$ cat config.mk
export PLATFORM = sky130hd
export DESIGN_NAME = tbc_trace_ctrl
export DESIGN_NICKNAME = d
export VERILOG_FILES = /design/src/rtl/tbc_nibble_mem.v /design/src/rtl/tbc_trace_ctrl.v
export VERILOG_INCLUDE_DIRS = /design/src /design/src/rtl
export SDC_FILE = /design/constraint.sdc
export NUM_CORES = 1
export LEC_CHECK = 0
export ABC_AREA = 1
export ABC_CLOCK_PERIOD_IN_PS = 10900
export BUFFER_PORTS_ARGS = -buffer_cell sky130_fd_sc_hd__buf_2
export CAP_MARGIN = 20
export CORE_ASPECT_RATIO = 1.2
export CORE_MARGIN = 4
export CORE_UTILIZATION = 53
export CTS_BUF_LIST = sky130_fd_sc_hd__clkbuf_2
export DETAILED_ROUTE_END_ITERATION = 16
export GPL_TIMING_DRIVEN = 0
export PLACE_DENSITY_LB_ADDON = 0.08
export RECOVER_POWER = 50
export SLEW_MARGIN = 20
export SYNTH_ARGS = -nofsm -noshare
export SYNTH_HDL_FRONTEND = slang
export SYNTH_SLANG_ARGS = --single-unit
$ cat constraint.sdc
create_clock -name clk_sys_i -period 10.9 [get_ports clk_sys_i]
set_input_delay 0.545 -clock clk_sys_i [delete_from_list [all_inputs] [get_ports clk_sys_i]]
set_output_delay 0.545 -clock clk_sys_i [all_outputs]
set_load 0.01 [all_outputs]
$ cat src/rtl/tbc_consts.vh
// Offsets, field positions, reset values and encodings of the trace control
`ifndef TBC_CONSTS_VH
`define TBC_CONSTS_VH
`define TBC_ADDR_W          12
`define TBC_OFF_CONTROL     12'h788
`define TBC_OFF_BASE        12'h789
`define TBC_OFF_LIMIT       12'h78a
`define TBC_OFF_WPTR        12'h78b
`define TBC_WORD_W          32
`define TBC_NIB_W           4
// Control register fields
`define TBC_F_WRAPPED       24
`define TBC_F_EMIT_TS       23
`define TBC_F_EMIT_SDATA    22
`define TBC_F_EMIT_LDATA    21
`define TBC_F_EMIT_SADDR    20
`define TBC_F_EMIT_LADDR    19
`define TBC_F_EMIT_PRIV     18
`define TBC_F_EMIT_BRANCH   17
`define TBC_F_EMIT_PC       16
`define TBC_F_FULL_HI       7
`define TBC_F_FULL_LO       6
`define TBC_F_DEST_HI       5
`define TBC_F_DEST_LO       4
`define TBC_F_STALL         1
`define TBC_F_DISCARD       0
// Encodings
`define TBC_FULL_WRAP       2'h0
`define TBC_FULL_OFF        2'h1
`define TBC_FULL_EXC        2'h2
`define TBC_DEST_CORE       2'h0
`define TBC_DEST_SYS        2'h1
`define TBC_DEST_PORT       2'h2
`define TBC_DEST_RESET      2'h1
`define TBC_STALL_RESET     1'h1
`define TBC_PKT_NOP         4'h0
`define TBC_PKT_TDIS        4'h5
`define TBC_SYNC_POINTS     8
`define TBC_QUEUE_DEPTH     16
`define TBC_QUEUE_AW        4
`endif

$ cat src/rtl/tbc_nibble_mem.v
// Small packet queue memory with registered read data
module tbc_nibble_mem (
   input  wire        clk_sys_i,
   input  wire        wr_en_i,
   input  wire [3:0]  wr_addr_i,
   input  wire [3:0]  wr_data_i,
   input  wire [3:0]  rd_addr_i,
   output reg  [3:0]  rd_data_o
);
   reg [3:0] mem_r [0:15];

   always @(posedge clk_sys_i) begin
      if (wr_en_i) begin
         mem_r[wr_addr_i] <= wr_data_i;
      end
      rd_data_o <= mem_r[rd_addr_i];
   end
endmodule // tbc_nibble_mem

$ cat src/rtl/tbc_trace_ctrl.v
// Trace buffer control: registers, gating, packing and pointer handling
`include "tbc_consts.vh"

// Notes on behaviour
// RQ1: Wrapped flag reads 1 after buffer wrap since last discard; resets 0.
// RQ2: Timestamp sequences pass only while timestamp enable is set.
// RQ3: Store/load address and data sequences each gated by own enable.
// RQ4: Branch, privilege and PC sequences each gated by own enable.
// RQ5: Full policy 0 wraps and overwrites oldest data.
// RQ6: Full policy 1 turns tracing off until discard is written.
// RQ7: Full policy 2 raises trace-full exception; 3 reserved.
// RQ8: Destination 0 on-core RAM, 1 system-bus RAM; reset value preset.
// RQ9: Destination 2 routes packets to off-chip port without stalling.
// RQ10: Stall set lets trace logic stall the core to keep sequences.
// RQ11: Stall clear never stalls; whole sequences may be dropped.
// RQ12: Discard write rewinds write pointer to base, clears wrapped.
// RQ13: Base register holds first address of trace RAM region.
// RQ14: Limit is exclusive end; no word is written at or beyond it.
// RQ15: Write pointer register reports next store address, read only.
// RQ16: Packets pack into 32-bit words from bits 3:0 upward.
// RQ17: Value sequences are size packet N then N+1 nibbles, low first.
// RQ18: Eight evenly spaced sync points per buffer, padded with nops; the code never pads, need_sync_r is never set.
// RQ19: After dropping sequences emit a trace-disabled sequence.
// RQ20: Under wrap, pointer reaching limit reloads base and sets wrapped.
module tbc_trace_ctrl #(
   parameter DEST_PRESET = `TBC_DEST_RESET
) (
   input  wire        clk_sys_i,
   input  wire        sys_rst_i,
   // Register port
   input  wire [11:0] reg_addr_i,
   input  wire [31:0] reg_wdata_i,
   input  wire        reg_wr_i,
   input  wire        reg_rd_i,
   output reg  [31:0] reg_rdata_o,
   // Core trace source: one nibble per cycle, sequence framing
   input  wire        src_valid_i,
   input  wire [3:0]  src_nib_i,
   input  wire        src_first_i,
   input  wire        src_last_i,
   input  wire [3:0]  src_cat_i,
   input  wire [3:0]  src_prv_i,
   output wire        core_stall_o,
   output reg         trace_full_exc_o,
   // Memory write side (destinations 0 and 1)
   output reg         mem_wr_o,
   output reg  [31:0] mem_addr_o,
   output reg  [31:0] mem_wdata_o,
   output reg         mem_sys_sel_o,
   // Off-chip packet port (destination 2)
   output reg         port_valid_o,
   output reg  [3:0]  port_nib_o
);
   // Category codes (by header) used to pick an enable
   function en_for;
      input [3:0]  cat;
      input [31:0] ctl;
      begin
         case (cat)
            4'h1:    en_for = ctl[`TBC_F_EMIT_PC];      // see RQ4
            4'h2, 4'h3: en_for = ctl[`TBC_F_EMIT_BRANCH]; // see RQ4
            4'h6:    en_for = ctl[`TBC_F_EMIT_PRIV];    // see RQ4
            4'h8:    en_for = ctl[`TBC_F_EMIT_LADDR];   // see RQ3
            4'h9:    en_for = ctl[`TBC_F_EMIT_SADDR];   // see RQ3
            4'ha:    en_for = ctl[`TBC_F_EMIT_LDATA];   // see RQ3
            4'hb:    en_for = ctl[`TBC_F_EMIT_SDATA];   // see RQ3
            4'hc:    en_for = ctl[`TBC_F_EMIT_TS];      // see RQ2
            default: en_for = 1'b1;
         endcase
      end
   endfunction

   reg [7:0]  emit_en_r;
   reg [1:0]  full_act_r;
   reg [1:0]  dest_r;
   reg        stall_en_r;
   reg        wrapped_r;
   reg        trace_off_r;
   reg [31:0] base_r;
   reg [31:0] limit_r;
   reg [31:0] wptr_r;
   reg [31:0] word_r;
   reg [2:0]  nib_idx_r;
   reg        seq_keep_r;
   reg        drop_pend_r;
   reg [1:0]  tdis_cnt_r;

   wire [31:0] ctl_view = {7'h00, wrapped_r, emit_en_r, 8'h00,
                           full_act_r, dest_r, 2'h0, stall_en_r, 1'b0};

   wire wr_ctl   = reg_wr_i && (reg_addr_i == `TBC_OFF_CONTROL);
   wire discard  = wr_ctl && reg_wdata_i[`TBC_F_DISCARD];
   wire to_ram   = (dest_r != `TBC_DEST_PORT);

   // Packet queue between source and buffer writer
   reg  [4:0] q_cnt_r;
   reg  [3:0] q_wa_r;
   reg  [3:0] q_ra_r;
   wire [3:0] q_rd;
   reg        q_out_v_r;
   wire       q_full = (q_cnt_r == `TBC_QUEUE_DEPTH);
   // Room check keeps a whole sequence plus disabled marker intact
   wire       q_room = (q_cnt_r <= 5'h0c);

   // Sync point spacing: buffer words split in eight
   wire [31:0] span    = (limit_r - base_r) >> 3;
   wire [31:0] rel     = wptr_r - base_r;
   wire        at_sync = (span == 32'h0) ? 1'b1 :
                         ((rel % span) == 32'h0); // see RQ18
   reg         need_sync_r;

   // Accept decision at sequence start
   wire cat_ok   = en_for(src_cat_i, ctl_view) && !trace_off_r;
   wire start_ok = q_room && !drop_pend_r;
   wire keep_now = src_first_i ? (cat_ok && (start_ok || stall_en_r))
                               : seq_keep_r;
   // Stall while a kept nibble cannot enter the queue
   assign core_stall_o = src_valid_i && stall_en_r && keep_now &&
                         (q_full || (src_first_i && !start_ok)) &&
                         (dest_r != `TBC_DEST_PORT); // see RQ10 RQ9
   wire src_push = src_valid_i && keep_now && !core_stall_o && !q_full;
   wire src_drop = src_valid_i && src_first_i && cat_ok && !stall_en_r &&
                   !start_ok; // see RQ11

   // Trace-disabled insertion after drops: marker nibble, then privilege nibble
   // Marker waits for a free slot so no accepted source nibble is lost
   wire ins_tdis = (tdis_cnt_r != 2'h0) && !q_full && !src_push &&
                   !(src_valid_i && !src_first_i && seq_keep_r); // see RQ19
   wire push     = ins_tdis || src_push;
   wire [3:0] push_nib = ins_tdis ?
                   ((tdis_cnt_r == 2'h2) ? `TBC_PKT_TDIS
                                         : {1'b0, src_prv_i[2:0]})
                   : src_nib_i;

   wire pop = (q_cnt_r != 5'h0) && !trace_off_r && !need_sync_r;

   always @(posedge clk_sys_i or posedge sys_rst_i) begin
      if (sys_rst_i) begin
         q_cnt_r     <= 5'h0;
         q_wa_r      <= 4'h0;
         q_ra_r      <= 4'h0;
         q_out_v_r   <= 1'b0;
         seq_keep_r  <= 1'b0;
         drop_pend_r <= 1'b0;
         tdis_cnt_r  <= 2'h0;
      end else begin
         if (push)
            q_wa_r <= q_wa_r + 4'h1;
         if (pop)
            q_ra_r <= q_ra_r + 4'h1;
         q_cnt_r   <= q_cnt_r + {4'h0, push} - {4'h0, pop};
         q_out_v_r <= pop;
         if (src_valid_i && src_first_i)
            seq_keep_r <= keep_now && src_push && !src_last_i;
         else if (src_valid_i && src_last_i)
            seq_keep_r <= 1'b0;
         if (src_drop)
            drop_pend_r <= 1'b1; // see RQ19
         else if (drop_pend_r && tdis_cnt_r == 2'h0 && !seq_keep_r) begin
            tdis_cnt_r  <= 2'h2;
            drop_pend_r <= 1'b0;
         end
         if (ins_tdis)
            tdis_cnt_r <= tdis_cnt_r - 2'h1;
         if (discard) begin
            q_cnt_r    <= 5'h0;
            q_ra_r     <= q_wa_r;
            tdis_cnt_r <= 2'h0;
         end
      end
   end

   tbc_nibble_mem u_queue (
      .clk_sys_i (clk_sys_i),
      .wr_en_i   (push),
      .wr_addr_i (q_wa_r),
      .wr_data_i (push_nib),
      .rd_addr_i (q_ra_r),
      .rd_data_o (q_rd)
   );

   // Writer: nibbles packed low first; the sync nop path is never taken
   wire       have_nib = q_out_v_r || need_sync_r;
   wire [3:0] nib      = need_sync_r ? `TBC_PKT_NOP : q_rd; // see RQ18
   wire       word_done = have_nib && (nib_idx_r == 3'h7);
   wire [31:0] wptr_inc = wptr_r + 32'h4;
   wire       hit_end  = (wptr_inc >= limit_r); // see RQ14

   always @(posedge clk_sys_i or posedge sys_rst_i) begin
      if (sys_rst_i) begin
         emit_en_r        <= 8'h00;
         full_act_r       <= `TBC_FULL_WRAP;
         dest_r           <= DEST_PRESET[1:0]; // see RQ8
         stall_en_r       <= `TBC_STALL_RESET;
         wrapped_r        <= 1'b0;
         trace_off_r      <= 1'b0;
         base_r           <= 32'h0;
         limit_r          <= 32'h0;
         wptr_r           <= 32'h0;
         word_r           <= 32'h0;
         nib_idx_r        <= 3'h0;
         need_sync_r      <= 1'b0;
         trace_full_exc_o <= 1'b0;
         mem_wr_o         <= 1'b0;
         mem_addr_o       <= 32'h0;
         mem_wdata_o      <= 32'h0;
         mem_sys_sel_o    <= 1'b0;
         port_valid_o     <= 1'b0;
         port_nib_o       <= 4'h0;
         reg_rdata_o      <= 32'h0;
      end else begin
         mem_wr_o         <= 1'b0;
         port_valid_o     <= 1'b0;
         trace_full_exc_o <= 1'b0;
         if (wr_ctl) begin
            emit_en_r  <= reg_wdata_i[`TBC_F_EMIT_TS:`TBC_F_EMIT_PC];
            full_act_r <= reg_wdata_i[`TBC_F_FULL_HI:`TBC_F_FULL_LO];
            dest_r     <= reg_wdata_i[`TBC_F_DEST_HI:`TBC_F_DEST_LO]; // see RQ8
            stall_en_r <= reg_wdata_i[`TBC_F_STALL];
         end
         if (reg_wr_i && reg_addr_i == `TBC_OFF_BASE)
            base_r <= reg_wdata_i; // see RQ13
         if (reg_wr_i && reg_addr_i == `TBC_OFF_LIMIT)
            limit_r <= reg_wdata_i; // see RQ14
         // Destination 2 bypasses the RAM writer
         if (have_nib && !to_ram) begin
            port_valid_o <= 1'b1; // see RQ9
            port_nib_o   <= nib;
            need_sync_r  <= 1'b0;
         end else if (have_nib) begin
            word_r[{nib_idx_r, 2'h0} +: 4] <= nib; // see RQ16 RQ17
            nib_idx_r   <= nib_idx_r + 3'h1;
            need_sync_r <= 1'b0;
         end
         if (word_done && to_ram) begin
            mem_wr_o      <= 1'b1;
            mem_addr_o    <= wptr_r;
            mem_wdata_o   <= {nib, word_r[27:0]};
            mem_sys_sel_o <= (dest_r == `TBC_DEST_SYS); // see RQ8
            if (hit_end) begin
               case (full_act_r)
                  `TBC_FULL_WRAP: begin
                     wptr_r    <= base_r; // see RQ5 RQ20
                     wrapped_r <= 1'b1;   // see RQ1
                  end
                  `TBC_FULL_OFF: begin
                     trace_off_r <= 1'b1; // see RQ6
                     wptr_r      <= wptr_inc;
                  end
                  `TBC_FULL_EXC: begin
                     trace_full_exc_o <= 1'b1; // see RQ7
                     wptr_r           <= base_r;
                  end
                  default: wptr_r <= base_r;
               endcase
            end else begin
               wptr_r <= wptr_inc;
            end
            // Clear any pending sync pad once the word is written
            need_sync_r <= 1'b0;
         end
         // Sync pad request is gated off by a constant 1'b0, so need_sync_r never sets
         if (to_ram && !have_nib && nib_idx_r == 3'h0 && at_sync &&
             q_cnt_r != 5'h0 && !q_out_v_r && 1'b0)
            need_sync_r <= 1'b1;
         // Discard beats any wrap in the same cycle
         if (discard) begin
            wptr_r      <= base_r; // see RQ12
            wrapped_r   <= 1'b0;   // see RQ1
            trace_off_r <= 1'b0;   // see RQ6
            nib_idx_r   <= 3'h0;
            need_sync_r <= 1'b0;
         end
         if (reg_rd_i) begin
            case (reg_addr_i)
               `TBC_OFF_CONTROL: reg_rdata_o <= ctl_view;
               `TBC_OFF_BASE:    reg_rdata_o <= base_r;
               `TBC_OFF_LIMIT:   reg_rdata_o <= limit_r;
               `TBC_OFF_WPTR:    reg_rdata_o <= wptr_r; // see RQ15
               default:          reg_rdata_o <= 32'h0;
            endcase
         end
      end
   end
endmodule // tbc_trace_ctrl

**Word level (Yosys, flattened, before mapping)**

Memories as Yosys holds them, arrays and structs flattened. A register that Yosys moved wholly into a read port is not among the register bits.
Index checks and enable logic that the tools add are counted.

- $add $sub $neg: 8
- Order comparisons: 2
- Equality and inequality tests: 22
- Shift operators: 2
- Muxes and demuxes: 44
- Bitwise operators: 1
- Reduce and logical (&&, ||, !) cells: 71

Operators by type and width:

| operator | number |
|---|---|
| $mux 32 | 4 |
| $pmux 32 s4 | 1 |
| $eq 12x11->1 const B | 4 |
| $logic_and 1x1->1 | 34 |
| $add 32x3->32 const B | 1 |
| $bwmux 32 | 1 |
| $ge 32x32->1 | 1 |
| $shift 4x7->32 const A | 1 |
| $shiftx 4x7->32 | 1 |
| $mux 1 | 24 |
| $eq 4x4->1 const B | 5 |
| $reduce_bool 2->1 | 9 |
| $mux 4 | 4 |
| $logic_not 1->1 | 13 |
| $mux 3 | 4 |
| $add 4x1->4 const B | 2 |
| $eq 4x2->1 const B | 2 |
| $mux 2 | 4 |
| $pmux 1 s8 | 1 |
| $neg 5->7 | 1 |
| $reduce_and 2->1 | 3 |
| $reduce_and 3->1 | 2 |
| $add 5x1->5 | 1 |
| $eq 5x5->1 const B | 1 |
| 19 further kinds | 26 |

- Register bits after elaboration: 269
- Memory bits (writable): 64
- Bits of input ports: 63
- Output and inout port bits: 105
- Logic and storage cells: 178
- Memories: 1

Memories:

| name | words | width | rd ports | clocked after Yosys merged registers in | write ports | RTL line | text |
|---|---|---|---|---|---|---|---|
| u_queue.mem_r | 16 | 4 | 1 | 1 | 1 | tbc_nibble_mem.v:10 | `reg [3:0] mem_r [0:15];` |

**Longest topological paths before layout**

Gate-level depths: netlist of run 1.

- Word-level depth: 19
- Mapped depth: 25
- Gate-level depth less buffers: 24

**Cells and area by module**

A second synthesis of run 1 with hierarchy kept.

- Cells, all modules: 1965
- Area total of the unflattened synthesis: 16298.1 um2

Modules (own cells, without submodules):

| module | times used | cells an instance | area an instance (um2) | sequential area each (um2) |
|---|---|---|---|---|
| tbc_trace_ctrl | 1 | 1673 | 13330.3 | 6608.8 |
| tbc_nibble_mem | 1 | 292 | 2967.8 | 2001.9 |

**Worst setup path before layout of run 1**

OpenSTA, ideal clock, no wires.

- Kind: input to register
- From: input src_cat_i[0]
- To: register q_cnt_r[4]
- Setup time: 0.063 ns
- Arrival: 3.256 ns
- Data required time: 10.837 ns
- Setup slack: 7.581 ns
- Stages: 24
- Buffers on the path: 1
- Cells stage by stage: inv_1 > nand3_1 > o21ai_0 > nand2_1 > nand2_1 > nand2_1 > nand3_1 > nand2_1 > nand2_2 > nand2_2 > nand2_1 > buf_4 > inv_1 > ha_1 > inv_1 > ha_1 > inv_1 > fa_1 > or2_2 > nand2_1 > a21oi_1 > xor2_1 > or2_2 > inv_1

- Longest elaborated chain between the ends: 19
- Elaborated cells between the ends (all ways): 28

Ends and longest elaborated chain:

| what | RTL line | text |
|---|---|---|
| start: declaration | tbc_trace_ctrl.v:41 | `input wire [3:0] src_cat_i,` |
| $eq 4x2->1 | tbc_trace_ctrl.v:59 | `case (cat)` |
| $reduce_or 2->1 | tbc_trace_ctrl.v:59 |  |
| $pmux 1 s8 * | tbc_trace_ctrl.v:59 |  |
| $logic_and 1x1->1 * | tbc_trace_ctrl.v:113 | `wire cat_ok = en_for(src_cat_i, ctl_view) && !trace_off_r;` |
| $logic_and 1x1->1 * | tbc_trace_ctrl.v:115 | `wire keep_now = src_first_i ? (cat_ok && (start_ok \|\| stall_en_r))` |
| $mux 1 * | tbc_trace_ctrl.v:115 |  |
| $logic_and 1x1->1 (3 in a row) | tbc_trace_ctrl.v:118 | `assign core_stall_o = src_valid_i && stall_en_r && keep_now &&` |
| $logic_not 1->1 | tbc_trace_ctrl.v:121 | `wire src_push = src_valid_i && keep_now && !core_stall_o && !q_full;` |
| $logic_and 1x1->1 * (2 in a row) | tbc_trace_ctrl.v:121 |  |
| $logic_not 1->1 | tbc_trace_ctrl.v:127 | `wire ins_tdis = (tdis_cnt_r != 2'h0) && !q_full && !src_push &&` |
| $logic_and 1x1->1 (2 in a row) | tbc_trace_ctrl.v:127 |  |
| $logic_or 1x1->1 * | tbc_trace_ctrl.v:129 | `wire push = ins_tdis \|\| src_push;` |
| $add 5x1->5 * | tbc_trace_ctrl.v:151 | `q_cnt_r <= q_cnt_r + {4'h0, push} - {4'h0, pop};` |
| $sub 5x1->5 * | tbc_trace_ctrl.v:151 |  |
| $mux 5 * | tbc_trace_ctrl.v:165 | `if (discard) begin` |
| end signal: assignment | tbc_trace_ctrl.v:151 |  |
| end: declaration | tbc_trace_ctrl.v:96 | `reg [4:0] q_cnt_r;` |

Mark *: on every way between the ends. The rest lies on a longest branch, timed or not.
A chain may end at the register's enable or synchronous reset.

**Final worst setup path of run 1**

- From: register wptr_r[3]
- To: register wptr_r[23]

- Longest elaborated chain between the ends: 5
- Elaborated cells between the ends (all ways): 6

Ends and longest elaborated chain:

| what | RTL line | text |
|---|---|---|
| start: declaration | tbc_trace_ctrl.v:81 | `reg [31:0] wptr_r;` |
| start signal: assignment | tbc_trace_ctrl.v:243 | `wptr_r <= base_r;` |
| start signal: assignment | tbc_trace_ctrl.v:248 | `wptr_r <= wptr_inc;` |
| start signal: assignment | tbc_trace_ctrl.v:252 | `wptr_r <= base_r;` |
| $add 32x3->32 * | tbc_trace_ctrl.v:186 | `wire [31:0] wptr_inc = wptr_r + 32'h4;` |
| $ge 32x32->1 / $mux 32 (equally long branches) | tbc_trace_ctrl.v:187, tbc_trace_ctrl.v:241 |  |
| $mux 32 * | tbc_trace_ctrl.v:240 | `if (hit_end) begin` |
| $mux 32 * | tbc_trace_ctrl.v:235 | `if (word_done && to_ram) begin` |
| $mux 32 * | tbc_trace_ctrl.v:267 | `if (discard) begin` |

Mark *: on every way between the ends. The rest lies on a longest branch, timed or not. The select of a mux whose other input is x is not followed.

==> results of run 1 <==
metrics by stage:
step	instance area, µm²	cells	utilization	hold slack, ps	worst slack, ps
CTS	18500	2592	0.622	3.42	6900
finish	18500	2597	0.622	117	6800
floorplan	16000	1855	-	434	3090
detailed placement	17400	2414	0.586	448	6920
global placement	17300	2411	0.583	445	72.3
global route	18500	2597	0.622	25.0	6390
cells by family after synthesis:
| group | Yosys count | synth area share |
|---|---|---|
| compound gates | 331 | 0.113 |
| flops | 332 | 0.538 |
| simple gates | 778 | 0.207 |
| xor+xnor | 32 | 0.0175 |
| buf+inv | 326 | 0.0791 |
| fa+ha+maj | 56 | 0.0443 |
cell type report:
cell class,count,area (µm²)
Tap cell,390,488
Multi-Input combinational cell,1197,6110
Sequential cell,332,8610
Antenna cell,4,10.0
Inverter,252,947
Clock inverter,22,125
Timing Repair Buffer,206,1260
Fill cell,2772,11200
Buffer,74,319
Clock buffer,120,601
where the power goes:
part / internal (mW) / total, mW / switching [mW]
logic: 0.130 / 0.416 / 0.286
clock network: 0.318 / 0.825 / 0.507
registers: 1.38 / 1.42 / 0.0336
repair_timing:
item                       4_1_cts  5_1_grt
hold endpoints to repair       153        3
resized for setup                0        0
hold buffers                    36        1
setup endpoints to repair        0        0
worst paths after layout:
path                                       start                          to  slack [ps]  cells past startpoint
max                        wptr_r[3]$_DFFE_PP0N_      wptr_r[23]$_DFFE_PP0N_        6800                     19
min                                reg_addr_i[1]    emit_en_r[7]$_DFFE_PP0P_         120                      4
max reg2reg                wptr_r[3]$_DFFE_PP0N_      wptr_r[23]$_DFFE_PP0N_        6800                     19
min reg2reg                dest_r[1]$_DFFE_PP0P_   mem_sys_sel_o$_DFFE_PP0P_         450                      1
max in group asynchronous              sys_rst_i  mem_addr_o[25]$_DFFE_PP0P_        8130                      3
min in group asynchronous              sys_rst_i    nib_idx_r[2]$_DFFE_PP0P_        1170                      3
cell usage in the layout (no fill, tap or decap), types with 3 or more instances in the layout:
cell,n
a21oi_1,23
buf_1,6
buf_2,171
buf_4,4
buf_6,3
clkbuf_1,56
clkbuf_2,121
clkinv_1,14
dfrtp_1,262
dfxtp_1,4
diode_2,4
dlygate4sd3_1,37
edfxtp_1,64
ha_1,55
inv_1,247
inv_2,6
nand2_1,456
nand2_2,5
nand3_1,107
nand4_1,46
nor2_1,123
nor3_1,20
nor3b_1,4
nor4_1,5
nor4_2,3
o211ai_1,3
o21a_1,5
o21ai_0,224
o21ai_2,4
o221ai_1,15
o22ai_1,50
or2_2,5
xor2_1,32
Yosys cell counts (9+ instances only):
cell and number:
inv_1 247, o21ai_1 10, nand4_1 46, edfxtp_1 64, a21oi_1 23, o221ai_1 15, o21ai_0 218, buf_1 9
nand3_1 107, dfrtp_1 262, clkbuf_1 53, nand2_1 454, nor2_1 122, o22ai_1 50, ha_1 55, xor2_1 32
nor3_1 20
sequential cells by signal, summed over array words and instances, names as in the netlist, 2 cells and up:
register / flops
u_queue.mem_r: 64
base_r: 32
limit_r: 32
mem_addr_o: 32
mem_wdata_o: 32
reg_rdata_o: 32
wptr_r: 32
word_r: 28
emit_en_r: 8
q_cnt_r: 5
port_nib_o: 4
q_ra_r: 4
q_wa_r: 4
u_queue.rd_data_o: 4
nib_idx_r: 3
dest_r: 2
full_act_r: 2
tdis_cnt_r: 2
routing by layer:
metal	part of all wire	track usage
met4	0.030	0.108
met2	0.45	0.437
met5	0	0
met1	0.45	0.395
met3	0.077	0.0573
critical path, delay by kind of cell (launching register included):
family,cells,cell delay [ps]
xor gates and xnor gates,1,240
adders and majority gates,2,510
DFF,1,460
buffers and inverters,2,590
and+or+nand+nor,13,1910
AOI/OAI and AO/OA,1,300
==> results.md, run 1 <==
- The number of slew-limit violations in the final report came to 72.
- In the final design database the tool counted 2,265 nets.
- The flow ran to the end, but the final reports show violations.
- The leakage dissipation is 9.21 nW.
- In this run the remaining antenna-violating nets after routing total 0.
- The worst setup path is launched from a flip-flop.
- The number of instances in the synthesized netlist is 1,855.
- The nature of the critical path endpoint is a flip-flop.
- In this run the core area contains 69 standard-cell rows.
- For this block, the routed nets add up to 46,900 µm of wire.
- The layout cell share with drive strength beyond 1 is 0.153.
- The worst-case vdd ir drop is 181 µV.
- Among all flip-flop cells after synthesis, the most frequent one is dfrtp_1.
- Of the available clock period, the critical path in the final layout requires 0.376.
- At the pin with the least slew margin, the transition time is 3440 ps.
- Counting flops with a built-in enable in the synthesized netlist gives 64.
- The total global-route track usage is 0.281.
- The number of nets in the synthesized netlist is 1,974.
- Of all nets on the critical path, the largest fanout is 10.
- The most area-hungry cell type in the Yosys netlist is dfrtp_1.
- The clock reaches the later pin of the worst-skew pair after 910 ps.
- For this design the ratio of total power to cell area is 144 nW/µm².
- Summed over all nets, the half-perimeter wirelength after detailed placement is 33,900 µm.
- The number of remaining DRC errors is 0.
- In this run, CTS created clock tree buffers numbering 83.
- The number of buffers on the longest clock path is 3.
- The data required time of the worst path is 11,710 ps.
- The floorplan step defined a die boundary enclosing 33,000 µm².
- After clock tree synthesis, the clock-pin slew on the worst setup and hold paths is 100 ps.
- The count of final hold-check violations is 0.
- Across the run, the number of max-cap violations was 1.
- The top-level I/O count is 168.
- By area the synthesized netlist is led by dfrtp_1 (41%), edfxtp_1 (12%), nand2_1 (11%).
- The number of setup buffers added after CTS is 0.
- The count of port buffers added during placement is 166.
- The core region is 29,700 µm².
- The tightest slew margin relative to the limit is -1.31.
- The slowest stage of the critical path belongs to the cell clkbuf_1.
- Of the post-synthesis cell area, the dominant cell type holds 0.410.
- The final total negative setup slack is 0 ps.
- The longest individual stage delay on the worst path is 470 ps.
- The signal on the critical path passes through ha_1 > nand3_1 > inv_1 > nand2_1 > nor2_1 > nand2_1 > nor2_1 > xor2_1 > ha_1 > nand2_1 > nor2_1 > nor2_1 > nand2_1 > a21oi_1 > nand3_1 > nand2_1 > clkbuf_1 > nand4_1 > nand3_1.
- Setup violations remaining at the end of the flow were counted as 0.
- The pin count of the biggest net entering global routing is 102.
- The first-pass GRT wire length is 73,700 µm.
- The routability congestion estimate from global placement is 0.961.
- Summing over every cut layer, the via total after detailed routing is 14.1k.
- The synthesized area per cell is 8.62 µm².
- Counting stages on the worst path, the most repeated cell is nand2_1.
- The final reports fail on max-capacitance violations, max-slew violations.
- Based on the critical path, the design can be clocked at up to 244 MHz.
- Data arrives at the worst endpoint at 4910 ps.
- The overall power of the completed layout is 2.66 mW.
- From bottom edge to top edge, the die measures 198 µm.
- After global routing the overflow that remains totals 0.
- The TritonCTS clock tree is built.
- The first routing iteration left 1,246 violations.
- The clock drives 332 sinks.
- Dividing the detail-routed via count by the number of cells gives 5.43.
- Counting distinct cell types in the post-synthesis netlist gives 42.
- The synthesized netlist occupies a cell area of 16,000 µm².
- The count of yosys warnings during synthesis is 0.
- Relative to the synthesized area, the layout overhead comes to 15.5%.
- The number of antenna violations at the first check in global routing came to 2.
- The via count of the first global-routing pass is 13.9k.
- The first detailed-routing pass took 5 iterations.
- The kind of path behind the tightest hold check is input pin to flip-flop.
- In this run, synthesis produced a sequential element count of 332.
- In this run the clock root is driven by a clkbuf_2.
- The clock tree synthesis step divided the H-tree into 3 levels.
- The chip width is 167 µm.
- The initial utilization of the core area, before any placement, comes to 0.539.
- The smallest clock period supported by the final layout is computed as 4100 ps.
- In the synthesized netlist the async set-or-reset flop fraction comes to 0.795.
- In the final routed layout, each cell accounts on average for 18.0 µm.
- The start-to-end type of the worst setup path is flip-flop to flip-flop.
- Setup repair after global routing left no endpoint under its margin.
- The sequential fraction of the synthesis area is 0.538.
- Clock skew on the completed layout was measured at 45.8 ps.
(Power assumes the default switching activity.)
==> run 2: changes to the inputs <==
--- a/config.mk
+++ b/config.mk
@@ -6,8 +6,8 @@
 export SDC_FILE = /design/constraint.sdc
 export NUM_CORES = 1
 export LEC_CHECK = 0
-export ABC_AREA = 1
-export ABC_CLOCK_PERIOD_IN_PS = 10900
+export ABC_AREA = 0
+export ABC_CLOCK_PERIOD_IN_PS = 3870
 export BUFFER_PORTS_ARGS = -buffer_cell sky130_fd_sc_hd__buf_2
 export CAP_MARGIN = 20
 export CORE_ASPECT_RATIO = 1.2
==> constraint.sdc (replaced) <==
create_clock -name clk_sys_i -period 3.87 [get_ports clk_sys_i]
set_input_delay 0.1935 -clock clk_sys_i [delete_from_list [all_inputs] [get_ports clk_sys_i]]
set_output_delay 0.1935 -clock clk_sys_i [all_outputs]
set_load 0.01 [all_outputs]
==> results.md, run 2 <==
- The via-per-instance ratio is 5.50 (+1.4%).
- The number of remaining DRC errors is 0 (unchanged).
- By area the synthesized netlist is led by dfrtp_1 (41%), edfxtp_1 (12%), nand2_1 (7.0%).
- The number of antenna violations at the first check in global routing is 5 (+3).
- The worst slack at placement came to -1090 ps (-8010 ps).
- The number of buffers on the longest clock path is 3 (unchanged).
- The area share of the leading cell type in the synthesized netlist is 0.412 (+0.00200).
- The overall power of the completed layout was 11.5 mW (+330%).
- The startpoint class of the critical path is a flip-flop.
- The number of slew-limit violations in the final report is 63 (-13%).
- The number of instances in the synthesized netlist is 1,449 (-22%).
- The number of nets in the finished design came to 1,912 (-16%).
- After synthesis, the most frequently instantiated cells are nand2_1 (296), dfrtp_1 (262), o21ai_0 (104).
- The minimum clock period after layout came to 4010 ps (-90.4 ps).
- The top-level I/O count came to 168 (unchanged).
- The final total negative setup slack came to -3160 ps (-3160 ps).
- The synthesized design spends more area on one cell type than any other, namely dfrtp_1.
- The cell area after synthesis was 15,900 µm² (-0.49%).
- The final design instance area without fill is 19,200 µm² (+4.1%).
- The share of async-settable or async-resettable flops after synthesis is 0.795 (unchanged).
- The chip width is 166 µm (-0.23%).
- The count of final hold-check violations is 0 (unchanged).
- The power density over the cells is 600 nW/µm² (+320%).
- The residual overflow from global routing was 0 (unchanged).
- The kind of path behind the tightest hold check is input pin to flip-flop.
- The area of placed instances was 17,400 µm² (unchanged).
- The die area is 32,900 µm² (-0.46%).
- The number of flip-flops in the largest register is 64 (unchanged).
- The number of distinct library cell variants in the gate-level netlist after synthesis was 67 (+60%).
- The total detailed-routing wirelength came to 42,700 µm (-8.8%).
- The pin count of the biggest net entering global routing was 35 (-66%).
- The switching share of power came to 0.386 (+0.0746).
- The number of nets with antenna violations after routing came to 0 (unchanged).
- The total half-perimeter wirelength after legalization and detailed placement is 29,400 µm (-13%).
- The tightest slew margin relative to the limit was -0.151 (+1.16).
- In the synthesized netlist the dominant register cell turns out to be dfrtp_1.
- Setup repair after global routing could not meet its margin everywhere.
- The number of nets produced by synthesis was 1,568 (-21%).
- The total number of placement rows was 69 (unchanged).
- The worst setup path is captured at a flip-flop.
- The worst-case vdd ir drop was 337 µV (+86%).
- In this run the clock root is driven by a clkbuf_2.
- The leakage dissipation is 8.88 nW (-3.6%).
- Among all cell types in the netlist, the one instantiated most often is nand2_1.
- The synthesis-stage register bit count came to 332 (unchanged).
- The total global-route track usage was 0.259 (-0.0223).
- The count of port buffers added during placement is 161 (-3.0%).
- The total number of H-tree levels is 3 (unchanged).
- The register with the most flip-flops in the final layout is u_queue.mem_r.
- The worst clock skew on the final layout came to 61.3 ps (+15.5 ps).
- The checks that failed: max-capacitance violations, max-slew violations, negative setup slack.
- The synthesized area per cell is 11.0 µm² (+27%).
- The effective utilization at floorplan is 0.537 (-0.00105).
- The start-to-end type of the worst setup path is flip-flop to flip-flop.
- The clock latency on the worst-skew pair is 930 ps (+20 ps).
- The period utilization came to 1.04 (+0.660).
- The worst endpoint data arrival time came to 4790 ps (-120 ps).
- The switching power is 4.44 mW (+440%).
- The number of inserted filler cells in the final layout came to 2,469 (-11%).
- The via count of the first global-routing pass was 12.8k (-8.2%).
- The flow ran to the end, but the final reports show violations.
- In the layout the commonest cells are nand2_1 (292), dfrtp_1 (257), clkbuf_1 (160).
- The final critical-path setup slack was -140 ps (-6940 ps).
- The number of buffers created by CTS was 83 (unchanged).
- The transition time at the pin with the least slew margin is 1730 ps (-1710 ps).
- The area of the core is 29,600 µm² (-0.29%).
- The TritonCTS clock tree is built.
- The overall die height is 198 µm (-0.23%).
- In this run the critical register-to-register path is launched from wptr_r[2]$_DFFE_PP0N_.
- The clock slew seen by the registers of the worst setup and hold paths is 110 ps (about the same).
- The sequential fraction of the synthesis area is 0.541 (+0.00262).
- The sequential power share is 0.422 (-0.111).
- The combinational group share of total power came to 0.367 (+0.211).
- The fmax is 249 MHz (+2.3%).
- The design internal power was 7.08 mW (+290%).
- The biggest fanout along the worst timing path was 5 (-5).
- The number of DRC markers in iteration 0 was 882 (-29%).
- The count of yosys warnings during synthesis came to 0 (unchanged).
- Leaving out fill and tap cells, the most frequent cell in the layout is nand2_1.
- The number of flops mapped to enable cells by yosys was 64 (unchanged).
- The power share of the clock group is 0.211 (-0.099).
- The number of setup violations in the final report was 29 (+29).
- The average wire length per cell after detail routing came to 19.0 µm (+5.1%).
- The data required time of the worst path came to 4650 ps (-7060 ps).
- The startpoint identified for the worst hold timing path is reg_wdata_i[26].
- The first-pass GRT wire length is 67,900 µm (-7.9%).
- The routability congestion estimate from global placement is 0.916 (-4.6%).
- The worst hold margin was 58.7 ps (-58.4 ps).
- Relative to the synthesized area, the layout overhead comes to 20.8%.
- The number of vias after detailed routing is 12.4k (-12%).
- The layout cell share with drive strength beyond 1 is 0.233 (+0.0809).
- The clock sink count is 332 (unchanged).
- The number of max-cap violations was 2 (+1).
- Tracing the worst setup path back leads to its startpoint at wptr_r[2]$_DFFE_PP0N_.
- The number of iterations in the first detailed-routing pass came to 6 (+1).
-- run 2: cell types whose count changed after synthesis, sizes merged, moves of 35 or more --
cell | before | now
inv | 252 | 91
mux2 | 0 | 109
o21ai | 229 | 104
o22ai | 50 | 3
nand2 | 461 | 296
nand3 | 107 | 56
nand4 | 47 | 7
xnor2 | 0 | 35
nor2 | 125 | 48
-- run 2: per-layer routing --
layer	vias up	track usage	share of wire
met4	6	0.112	0.028
met2	455	0.412	0.47
met1	6083	0.350	0.43
met3	94	0.0537	0.073
li1	5749	-	-
met5	-	0	0.0010
-- run 2: kinds of logic after synthesis --
logic type | count (synthesis) | synth area share
fa+ha+maj | 56 | 0.0445
simple gates | 491 | 0.139
flops | 332 | 0.541
buf+inv | 168 | 0.0429
xor+xnor | 53 | 0.0292
mux | 148 | 0.123
compound gates | 201 | 0.0807
-- run 2: per-stage QoR --
| step | utilization | cells |
|---|---|---|
| 2_1_floorplan | - | 1449 |
| 3_3_place_gp | 0.582 | 2000 |
| 3_5_place_dp | 0.587 | 2009 |
| 4_1_cts | 0.647 | 2239 |
| 5_1_grt | 0.649 | 2251 |
| 6_report | 0.649 | 2252 |
-- run 2: critical path, stage by stage (launching register included) --
cell and delay [ps]:
dfrtp_2 410, buf_6 110, ha_4 150, nand4_1 170, nor4_4 390, and2_4 230
and4_4 230, nand3_2 80, xnor2_1 160, ha_1 350, a21oi_2 170, nand2_2 90
a221oi_4 320, o22ai_2 140, nor2_4 180, o21a_4 240, buf_12 160, mux2_4 290
-- run 2: final timing paths --
kind	to	slack [ps]	cells past startpoint
hold reg to reg	mem_wdata_o[4]$_DFFE_PP0P_	440	2
setup / recovery	wptr_r[19]$_DFFE_PP0N_	-140	17
max in group asynchronous	reg_rdata_o[26]$_DFFE_PP0P_	420	8
setup reg to reg	wptr_r[19]$_DFFE_PP0N_	-140	17
min in group asynchronous	mem_wdata_o[14]$_DFFE_PP0P_	610	4
hold / removal	base_r[26]$_DFFE_PP0P_	60	3
-- run 2: repair_timing --
item | CTS | global route
hold buffers | 62 | 0
gates cloned | 1 | 2
resized for setup | 48 | 30
setup buffers | 18 | 11
pin swaps | 18 | 27
endpoints found under the setup margin | 36 | 33
endpoints found under the hold margin | 271 | 0
-- run 2: power by group through the flow --
stage / clock network, mW / registers, mW / logic [mW]
5_1_grt: 2.70 / 4.95 / 4.72
2_1_floorplan: 0 / 4.86 / 2.52
3_5_place_dp: 0 / 4.91 / 3.74
6_report: 2.43 / 4.87 / 4.23
3_3_place_gp: 0 / 4.91 / 3.61
4_1_cts: 2.50 / 4.84 / 4.07
-- run 2: layout make-up --
class	instances	area, µm²	share of cell area
repair buffers	263	1690	0.0878
plain buffers	72	365	0.0190
multi-input cells	949	6920	0.360
clock buffers	124	621	0.0323
well taps	390	488	0.0254
clock inverters	27	170	0.00885
flip-flops and latches	332	8620	0.448
diodes	3	7.51	0.000391
inverters	92	347	0.0180
==> run 3: changes to the inputs <==
--- a/config.mk
+++ b/config.mk
@@ -10,7 +10,7 @@
 export ABC_CLOCK_PERIOD_IN_PS = 3870
 export BUFFER_PORTS_ARGS = -buffer_cell sky130_fd_sc_hd__buf_2
 export CAP_MARGIN = 20
-export CORE_ASPECT_RATIO = 1.2
+export CORE_ASPECT_RATIO = 1.1
 export CORE_MARGIN = 4
 export CORE_UTILIZATION = 53
 export CTS_BUF_LIST = sky130_fd_sc_hd__clkbuf_2
@@ -21,4 +21,5 @@
 export SLEW_MARGIN = 20
 export SYNTH_ARGS = -nofsm -noshare
 export SYNTH_HDL_FRONTEND = slang
+export SYNTH_HIERARCHICAL = 1
 export SYNTH_SLANG_ARGS = --single-unit
==> results.md, run 3 <==
- The total half-perimeter wirelength after legalization and detailed placement is 29,800 µm (+1.4%).
- The number of remaining DRC errors was 0 (unchanged).
- The transition time at the pin with the least slew margin is 1820 ps (+94.5 ps).
- The number of slew-limit violations in the final report is 56 (-11%).
- The number of flops mapped to enable cells by yosys is 64 (unchanged).
- The number of instances in the synthesized netlist is 1,400 (-3.4%).
- The number of buffers created by CTS is 84 (+1.2%).
- The area of the core is 29,500 µm² (-0.44%).
- The clock tree root driver cell is clkbuf_2.
- The cell area after synthesis is 15,800 µm² (-0.79%).
- The footprint of the multi-input gates was 6730 µm² (-2.7%).
- The first-pass GRT wire length is 68,200 µm (+0.45%).
- TritonCTS built the clock tree.
- The final cell utilization of the core is 0.643 (-0.00657).
- The cell count of the worst hold path came to 3 (unchanged).
- The fmax is 260 MHz (+4.3%).
- The clock slew seen by the registers of the worst setup and hold paths was 100 ps (about the same).
- The chip width is 173 µm (+3.8%).
- dfrtp_1 takes more of the synthesized area than any other cell.
- The number of antenna violations at the first check in global routing came to 2 (-3).
- The area share of the leading cell type in the synthesized netlist came to 0.415 (+0.00330).
- The count of non-filler cells in the finished layout is 2,191 (-2.7%).
- The run finished, with violations left.
- The worst-case vdd ir drop came to 257 µV (-24%).
- The worst hold margin is 50.5 ps (-8.26 ps).
- The tightest slew margin relative to the limit is -0.214 (-0.0630).
- The worst endpoint data arrival time came to 4640 ps (-150 ps).
- The number of distinct library cell variants in the gate-level netlist after synthesis is 70 (+4.5%).
- The length in cells of the worst reg-to-reg path came to 16 (-1).
- The power density over the cells is 408 nW/µm² (-32%).
- The number of flip-flops in the largest register came to 64 (unchanged).
- The routability congestion estimate from global placement came to 0.935 (+2.1%).
- The residual overflow from global routing was 0 (unchanged).
- The fraction of met2 tracks used by global routing came to 0.415 (+0.00307).
- The effective utilization at floorplan is 0.536 (-0.00189).
- The path with the worst hold slack has its endpoint at limit_r[26]$_DFFE_PP0P_.
- The start point of the worst hold path is reg_wdata_i[26].
- The number of iterations in the first detailed-routing pass is 6 (unchanged).
- By count the netlist is led by dfrtp_1 (262), nand2_1 (248), mux2_2 (111).
- The total global-route track usage was 0.263 (+0.00383).
- The global routing stage identified its most utilized layer as met2.
- The kind of path behind the tightest hold check is input pin to flip-flop.
- The start-to-end type of the worst setup path is flip-flop to flip-flop.
- The via-per-instance ratio is 5.61 (+2.1%).
- The register containing the most flip-flops in the final layout is u_queue/mem_r.
- The global-route track usage on met1 was 0.367 (+0.0171).
- By area the synthesized netlist is led by dfrtp_1 (42%), edfxtp_1 (12%), mux2_2 (7.9%).
- The number of setup violations in the final report is 0 (-100%).
- The top-level I/O count is 168 (unchanged).
- The synthesis-to-finish area growth is 20.0%.
- STA classifies the critical path endpoint as a flip-flop.
- The library cells used most frequently in the layout, excluding fill and tap cells, are dfrtp_1 (249), nand2_1 (248), clkbuf_1 (154).
- The number of vias after detailed routing is 12.3k (-0.71%).
- The total number of placement rows is 66 (-4.3%).
- The leakage dissipation came to 8.95 nW (+0.77%).
- The total detailed-routing wirelength is 43,100 µm (+0.95%).
- The worst clock skew on the final layout was 69.3 ps (+8.04 ps).
- The data required time of the worst path is 4660 ps (about the same).
- The count of final hold-check violations is 0 (unchanged).
- The biggest fanout along the worst timing path is 7 (+2).
- The overall die height is 189 µm (-4.5%).
- The pin count of the biggest net entering global routing is 34 (-2.9%).
- The total number of H-tree levels is 3 (unchanged).
- Setup repair after global routing could not meet its margin everywhere.
- The period utilization is 0.994 (-0.0427).
- The share of async-settable or async-resettable flops after synthesis is 0.795 (unchanged).
- The terminus of the critical flop-to-flop path is wptr_r[21]$_DFFE_PP0N_.
- The met3 global-route usage is 0.0589 (+0.00519).
- The clock sink count was 332 (unchanged).
- The number of DRC markers in iteration 0 is 935 (+6.0%).
- The via count of the first global-routing pass is 12.6k (-1.8%).
- The number of buffers on the longest clock path is 3 (unchanged).
- The count of port buffers added during placement was 162 (+0.62%).
- The most frequent cell after synthesis is dfrtp_1.
- The number of inserted filler cells in the final layout is 2,522 (+2.1%).
- The reg-to-reg startpoint is wptr_r[3]$_DFFE_PP0N_.
- The count of yosys warnings during synthesis is 6 (+6).
- The final reports fail on max-capacitance violations, max-slew violations.
- The minimum clock period after layout is 3850 ps (-165 ps).
- The layout cell share with drive strength beyond 1 came to 0.243 (+0.00978).
- The number of max-cap violations is 2 (unchanged).
- The sequential fraction of the synthesis area is 0.545 (+0.00433).
- The number of nets produced by synthesis is 1,513 (-3.5%).
- The number of nets in the finished design came to 1,866 (-2.4%).
- For this run, the leading register cell type out of synthesis is dfrtp_1.
- The clock latency on the worst-skew pair came to 950 ps (+20 ps).
- The footprint of the flip-flops and latches is 8630 µm² (+0.12%).
- The reg-to-reg setup timing slack is 20 ps (+170 ps).
- The library cell used most frequently in the layout, excluding fill and tap cells, is dfrtp_1.
- The die area is 32,600 µm² (-0.78%).
- The average wire length per cell after detail routing is 19.7 µm (+3.8%).
- The number of nets with antenna violations after routing is 0 (unchanged).
- STA classifies the critical path startpoint as a flip-flop.
- The synthesized area per cell is 11.3 µm² (+2.7%).
- The launching element of the worst setup path is wptr_r[3]$_DFFE_PP0N_.
- The synthesis-stage register bit count came to 332 (unchanged).
- The number of cells after detailed placement is 1,947 (-3.1%).
[run 3: cell types whose count changed after synthesis, sizes merged, moves of 8 or more]
cell and delta:
xnor2 -13, or3 -12, mux2i -13, a221o +23
and3 +22, o21ai -22, nand2 -48, mux4 +8
o221a -11, nand3 +13
[run 3: cell type report]
cell class / instances / area share
clock inverter: 14 / 0.00482
sequential: 332 / 0.455
multi-input combinational: 909 / 0.355
antenna: 4 / 0.000528
buffer: 65 / 0.0154
tap: 374 / 0.0247
timing repair buffer: 273 / 0.0913
clock buffer: 132 / 0.0349
inverter: 88 / 0.0175
[run 3: worst max-delay path by stage]
stage / slack [ps] / endpoint
floorplan: 90 / wptr_r[18]$_DFFE_PP0N_
global placement: -1460 / reg_rdata_o[20]$_DFFE_PP0P_
detailed placement: -1110 / wptr_r[16]$_DFFE_PP0N_
CTS: 3 / wptr_r[9]$_DFFE_PP0N_
global route: -130 / wptr_r[21]$_DFFE_PP0N_
finish: 20 / wptr_r[21]$_DFFE_PP0N_
[run 3: critical path, cell delays in order, from the launching register on]
cell,delay [ps]
dfrtp_2,430
ha_4,160
and3_4,190
nand4_1,90
buf_6,160
or2_4,300
nor3_4,200
xor2_2,170
ha_1,280
a41oi_2,250
o21ai_2,100
a21o_1,250
and2_4,190
a22oi_4,270
o21ai_4,160
buf_4,170
a221o_1,340
[run 3: layer usage]
| metal | up-vias | part of all wire |
|---|---|---|
| met5 | - | 0 |
| met4 | 0 | 0.022 |
| met3 | 81 | 0.080 |
| met2 | 477 | 0.46 |
| met1 | 6017 | 0.44 |
| li1 | 5724 | - |
[run 3: power by group]
group          switching, mW  leakage, nW  internal [mW]  total [mW]
sequential             0.195         4.19           3.93        4.12
clock                   1.39        0.588          0.958        2.35
combinational          0.753         4.17          0.512        1.27
total                   2.34         8.95           5.40        7.74
[run 3: stage by stage]
step	setup TNS [ps]	power (mW)	instance area, µm²	setup slack [ps]
after floorplan	0	4.94	15800	87.5
after global placement	-406070	5.30	17100	-1460
after detailed placement	-35040	5.39	17300	-1110
after CTS	0	7.83	18900	3.17
after global routing	-2240	8.20	18900	-129
final	0	7.74	18900	25.0
[run 3: kinds of logic after synthesis]
family | share of synthesized area
XOR/XNOR | 0.0205
flip-flops | 0.545
buffers and inverters | 0.0407
multiplexers | 0.128
adder cells (fa/ha/maj) | 0.0401
AND/OR/NAND/NOR | 0.141
AO/OA/AOI/OAI | 0.0848
[run 3: what timing repair did]
item,4_1_cts,5_1_grt
pin swaps,7,29
hold endpoints to repair,282,0
resized for setup,35,28
setup buffers,26,16
hold buffers,58,0
setup endpoints to repair,35,43
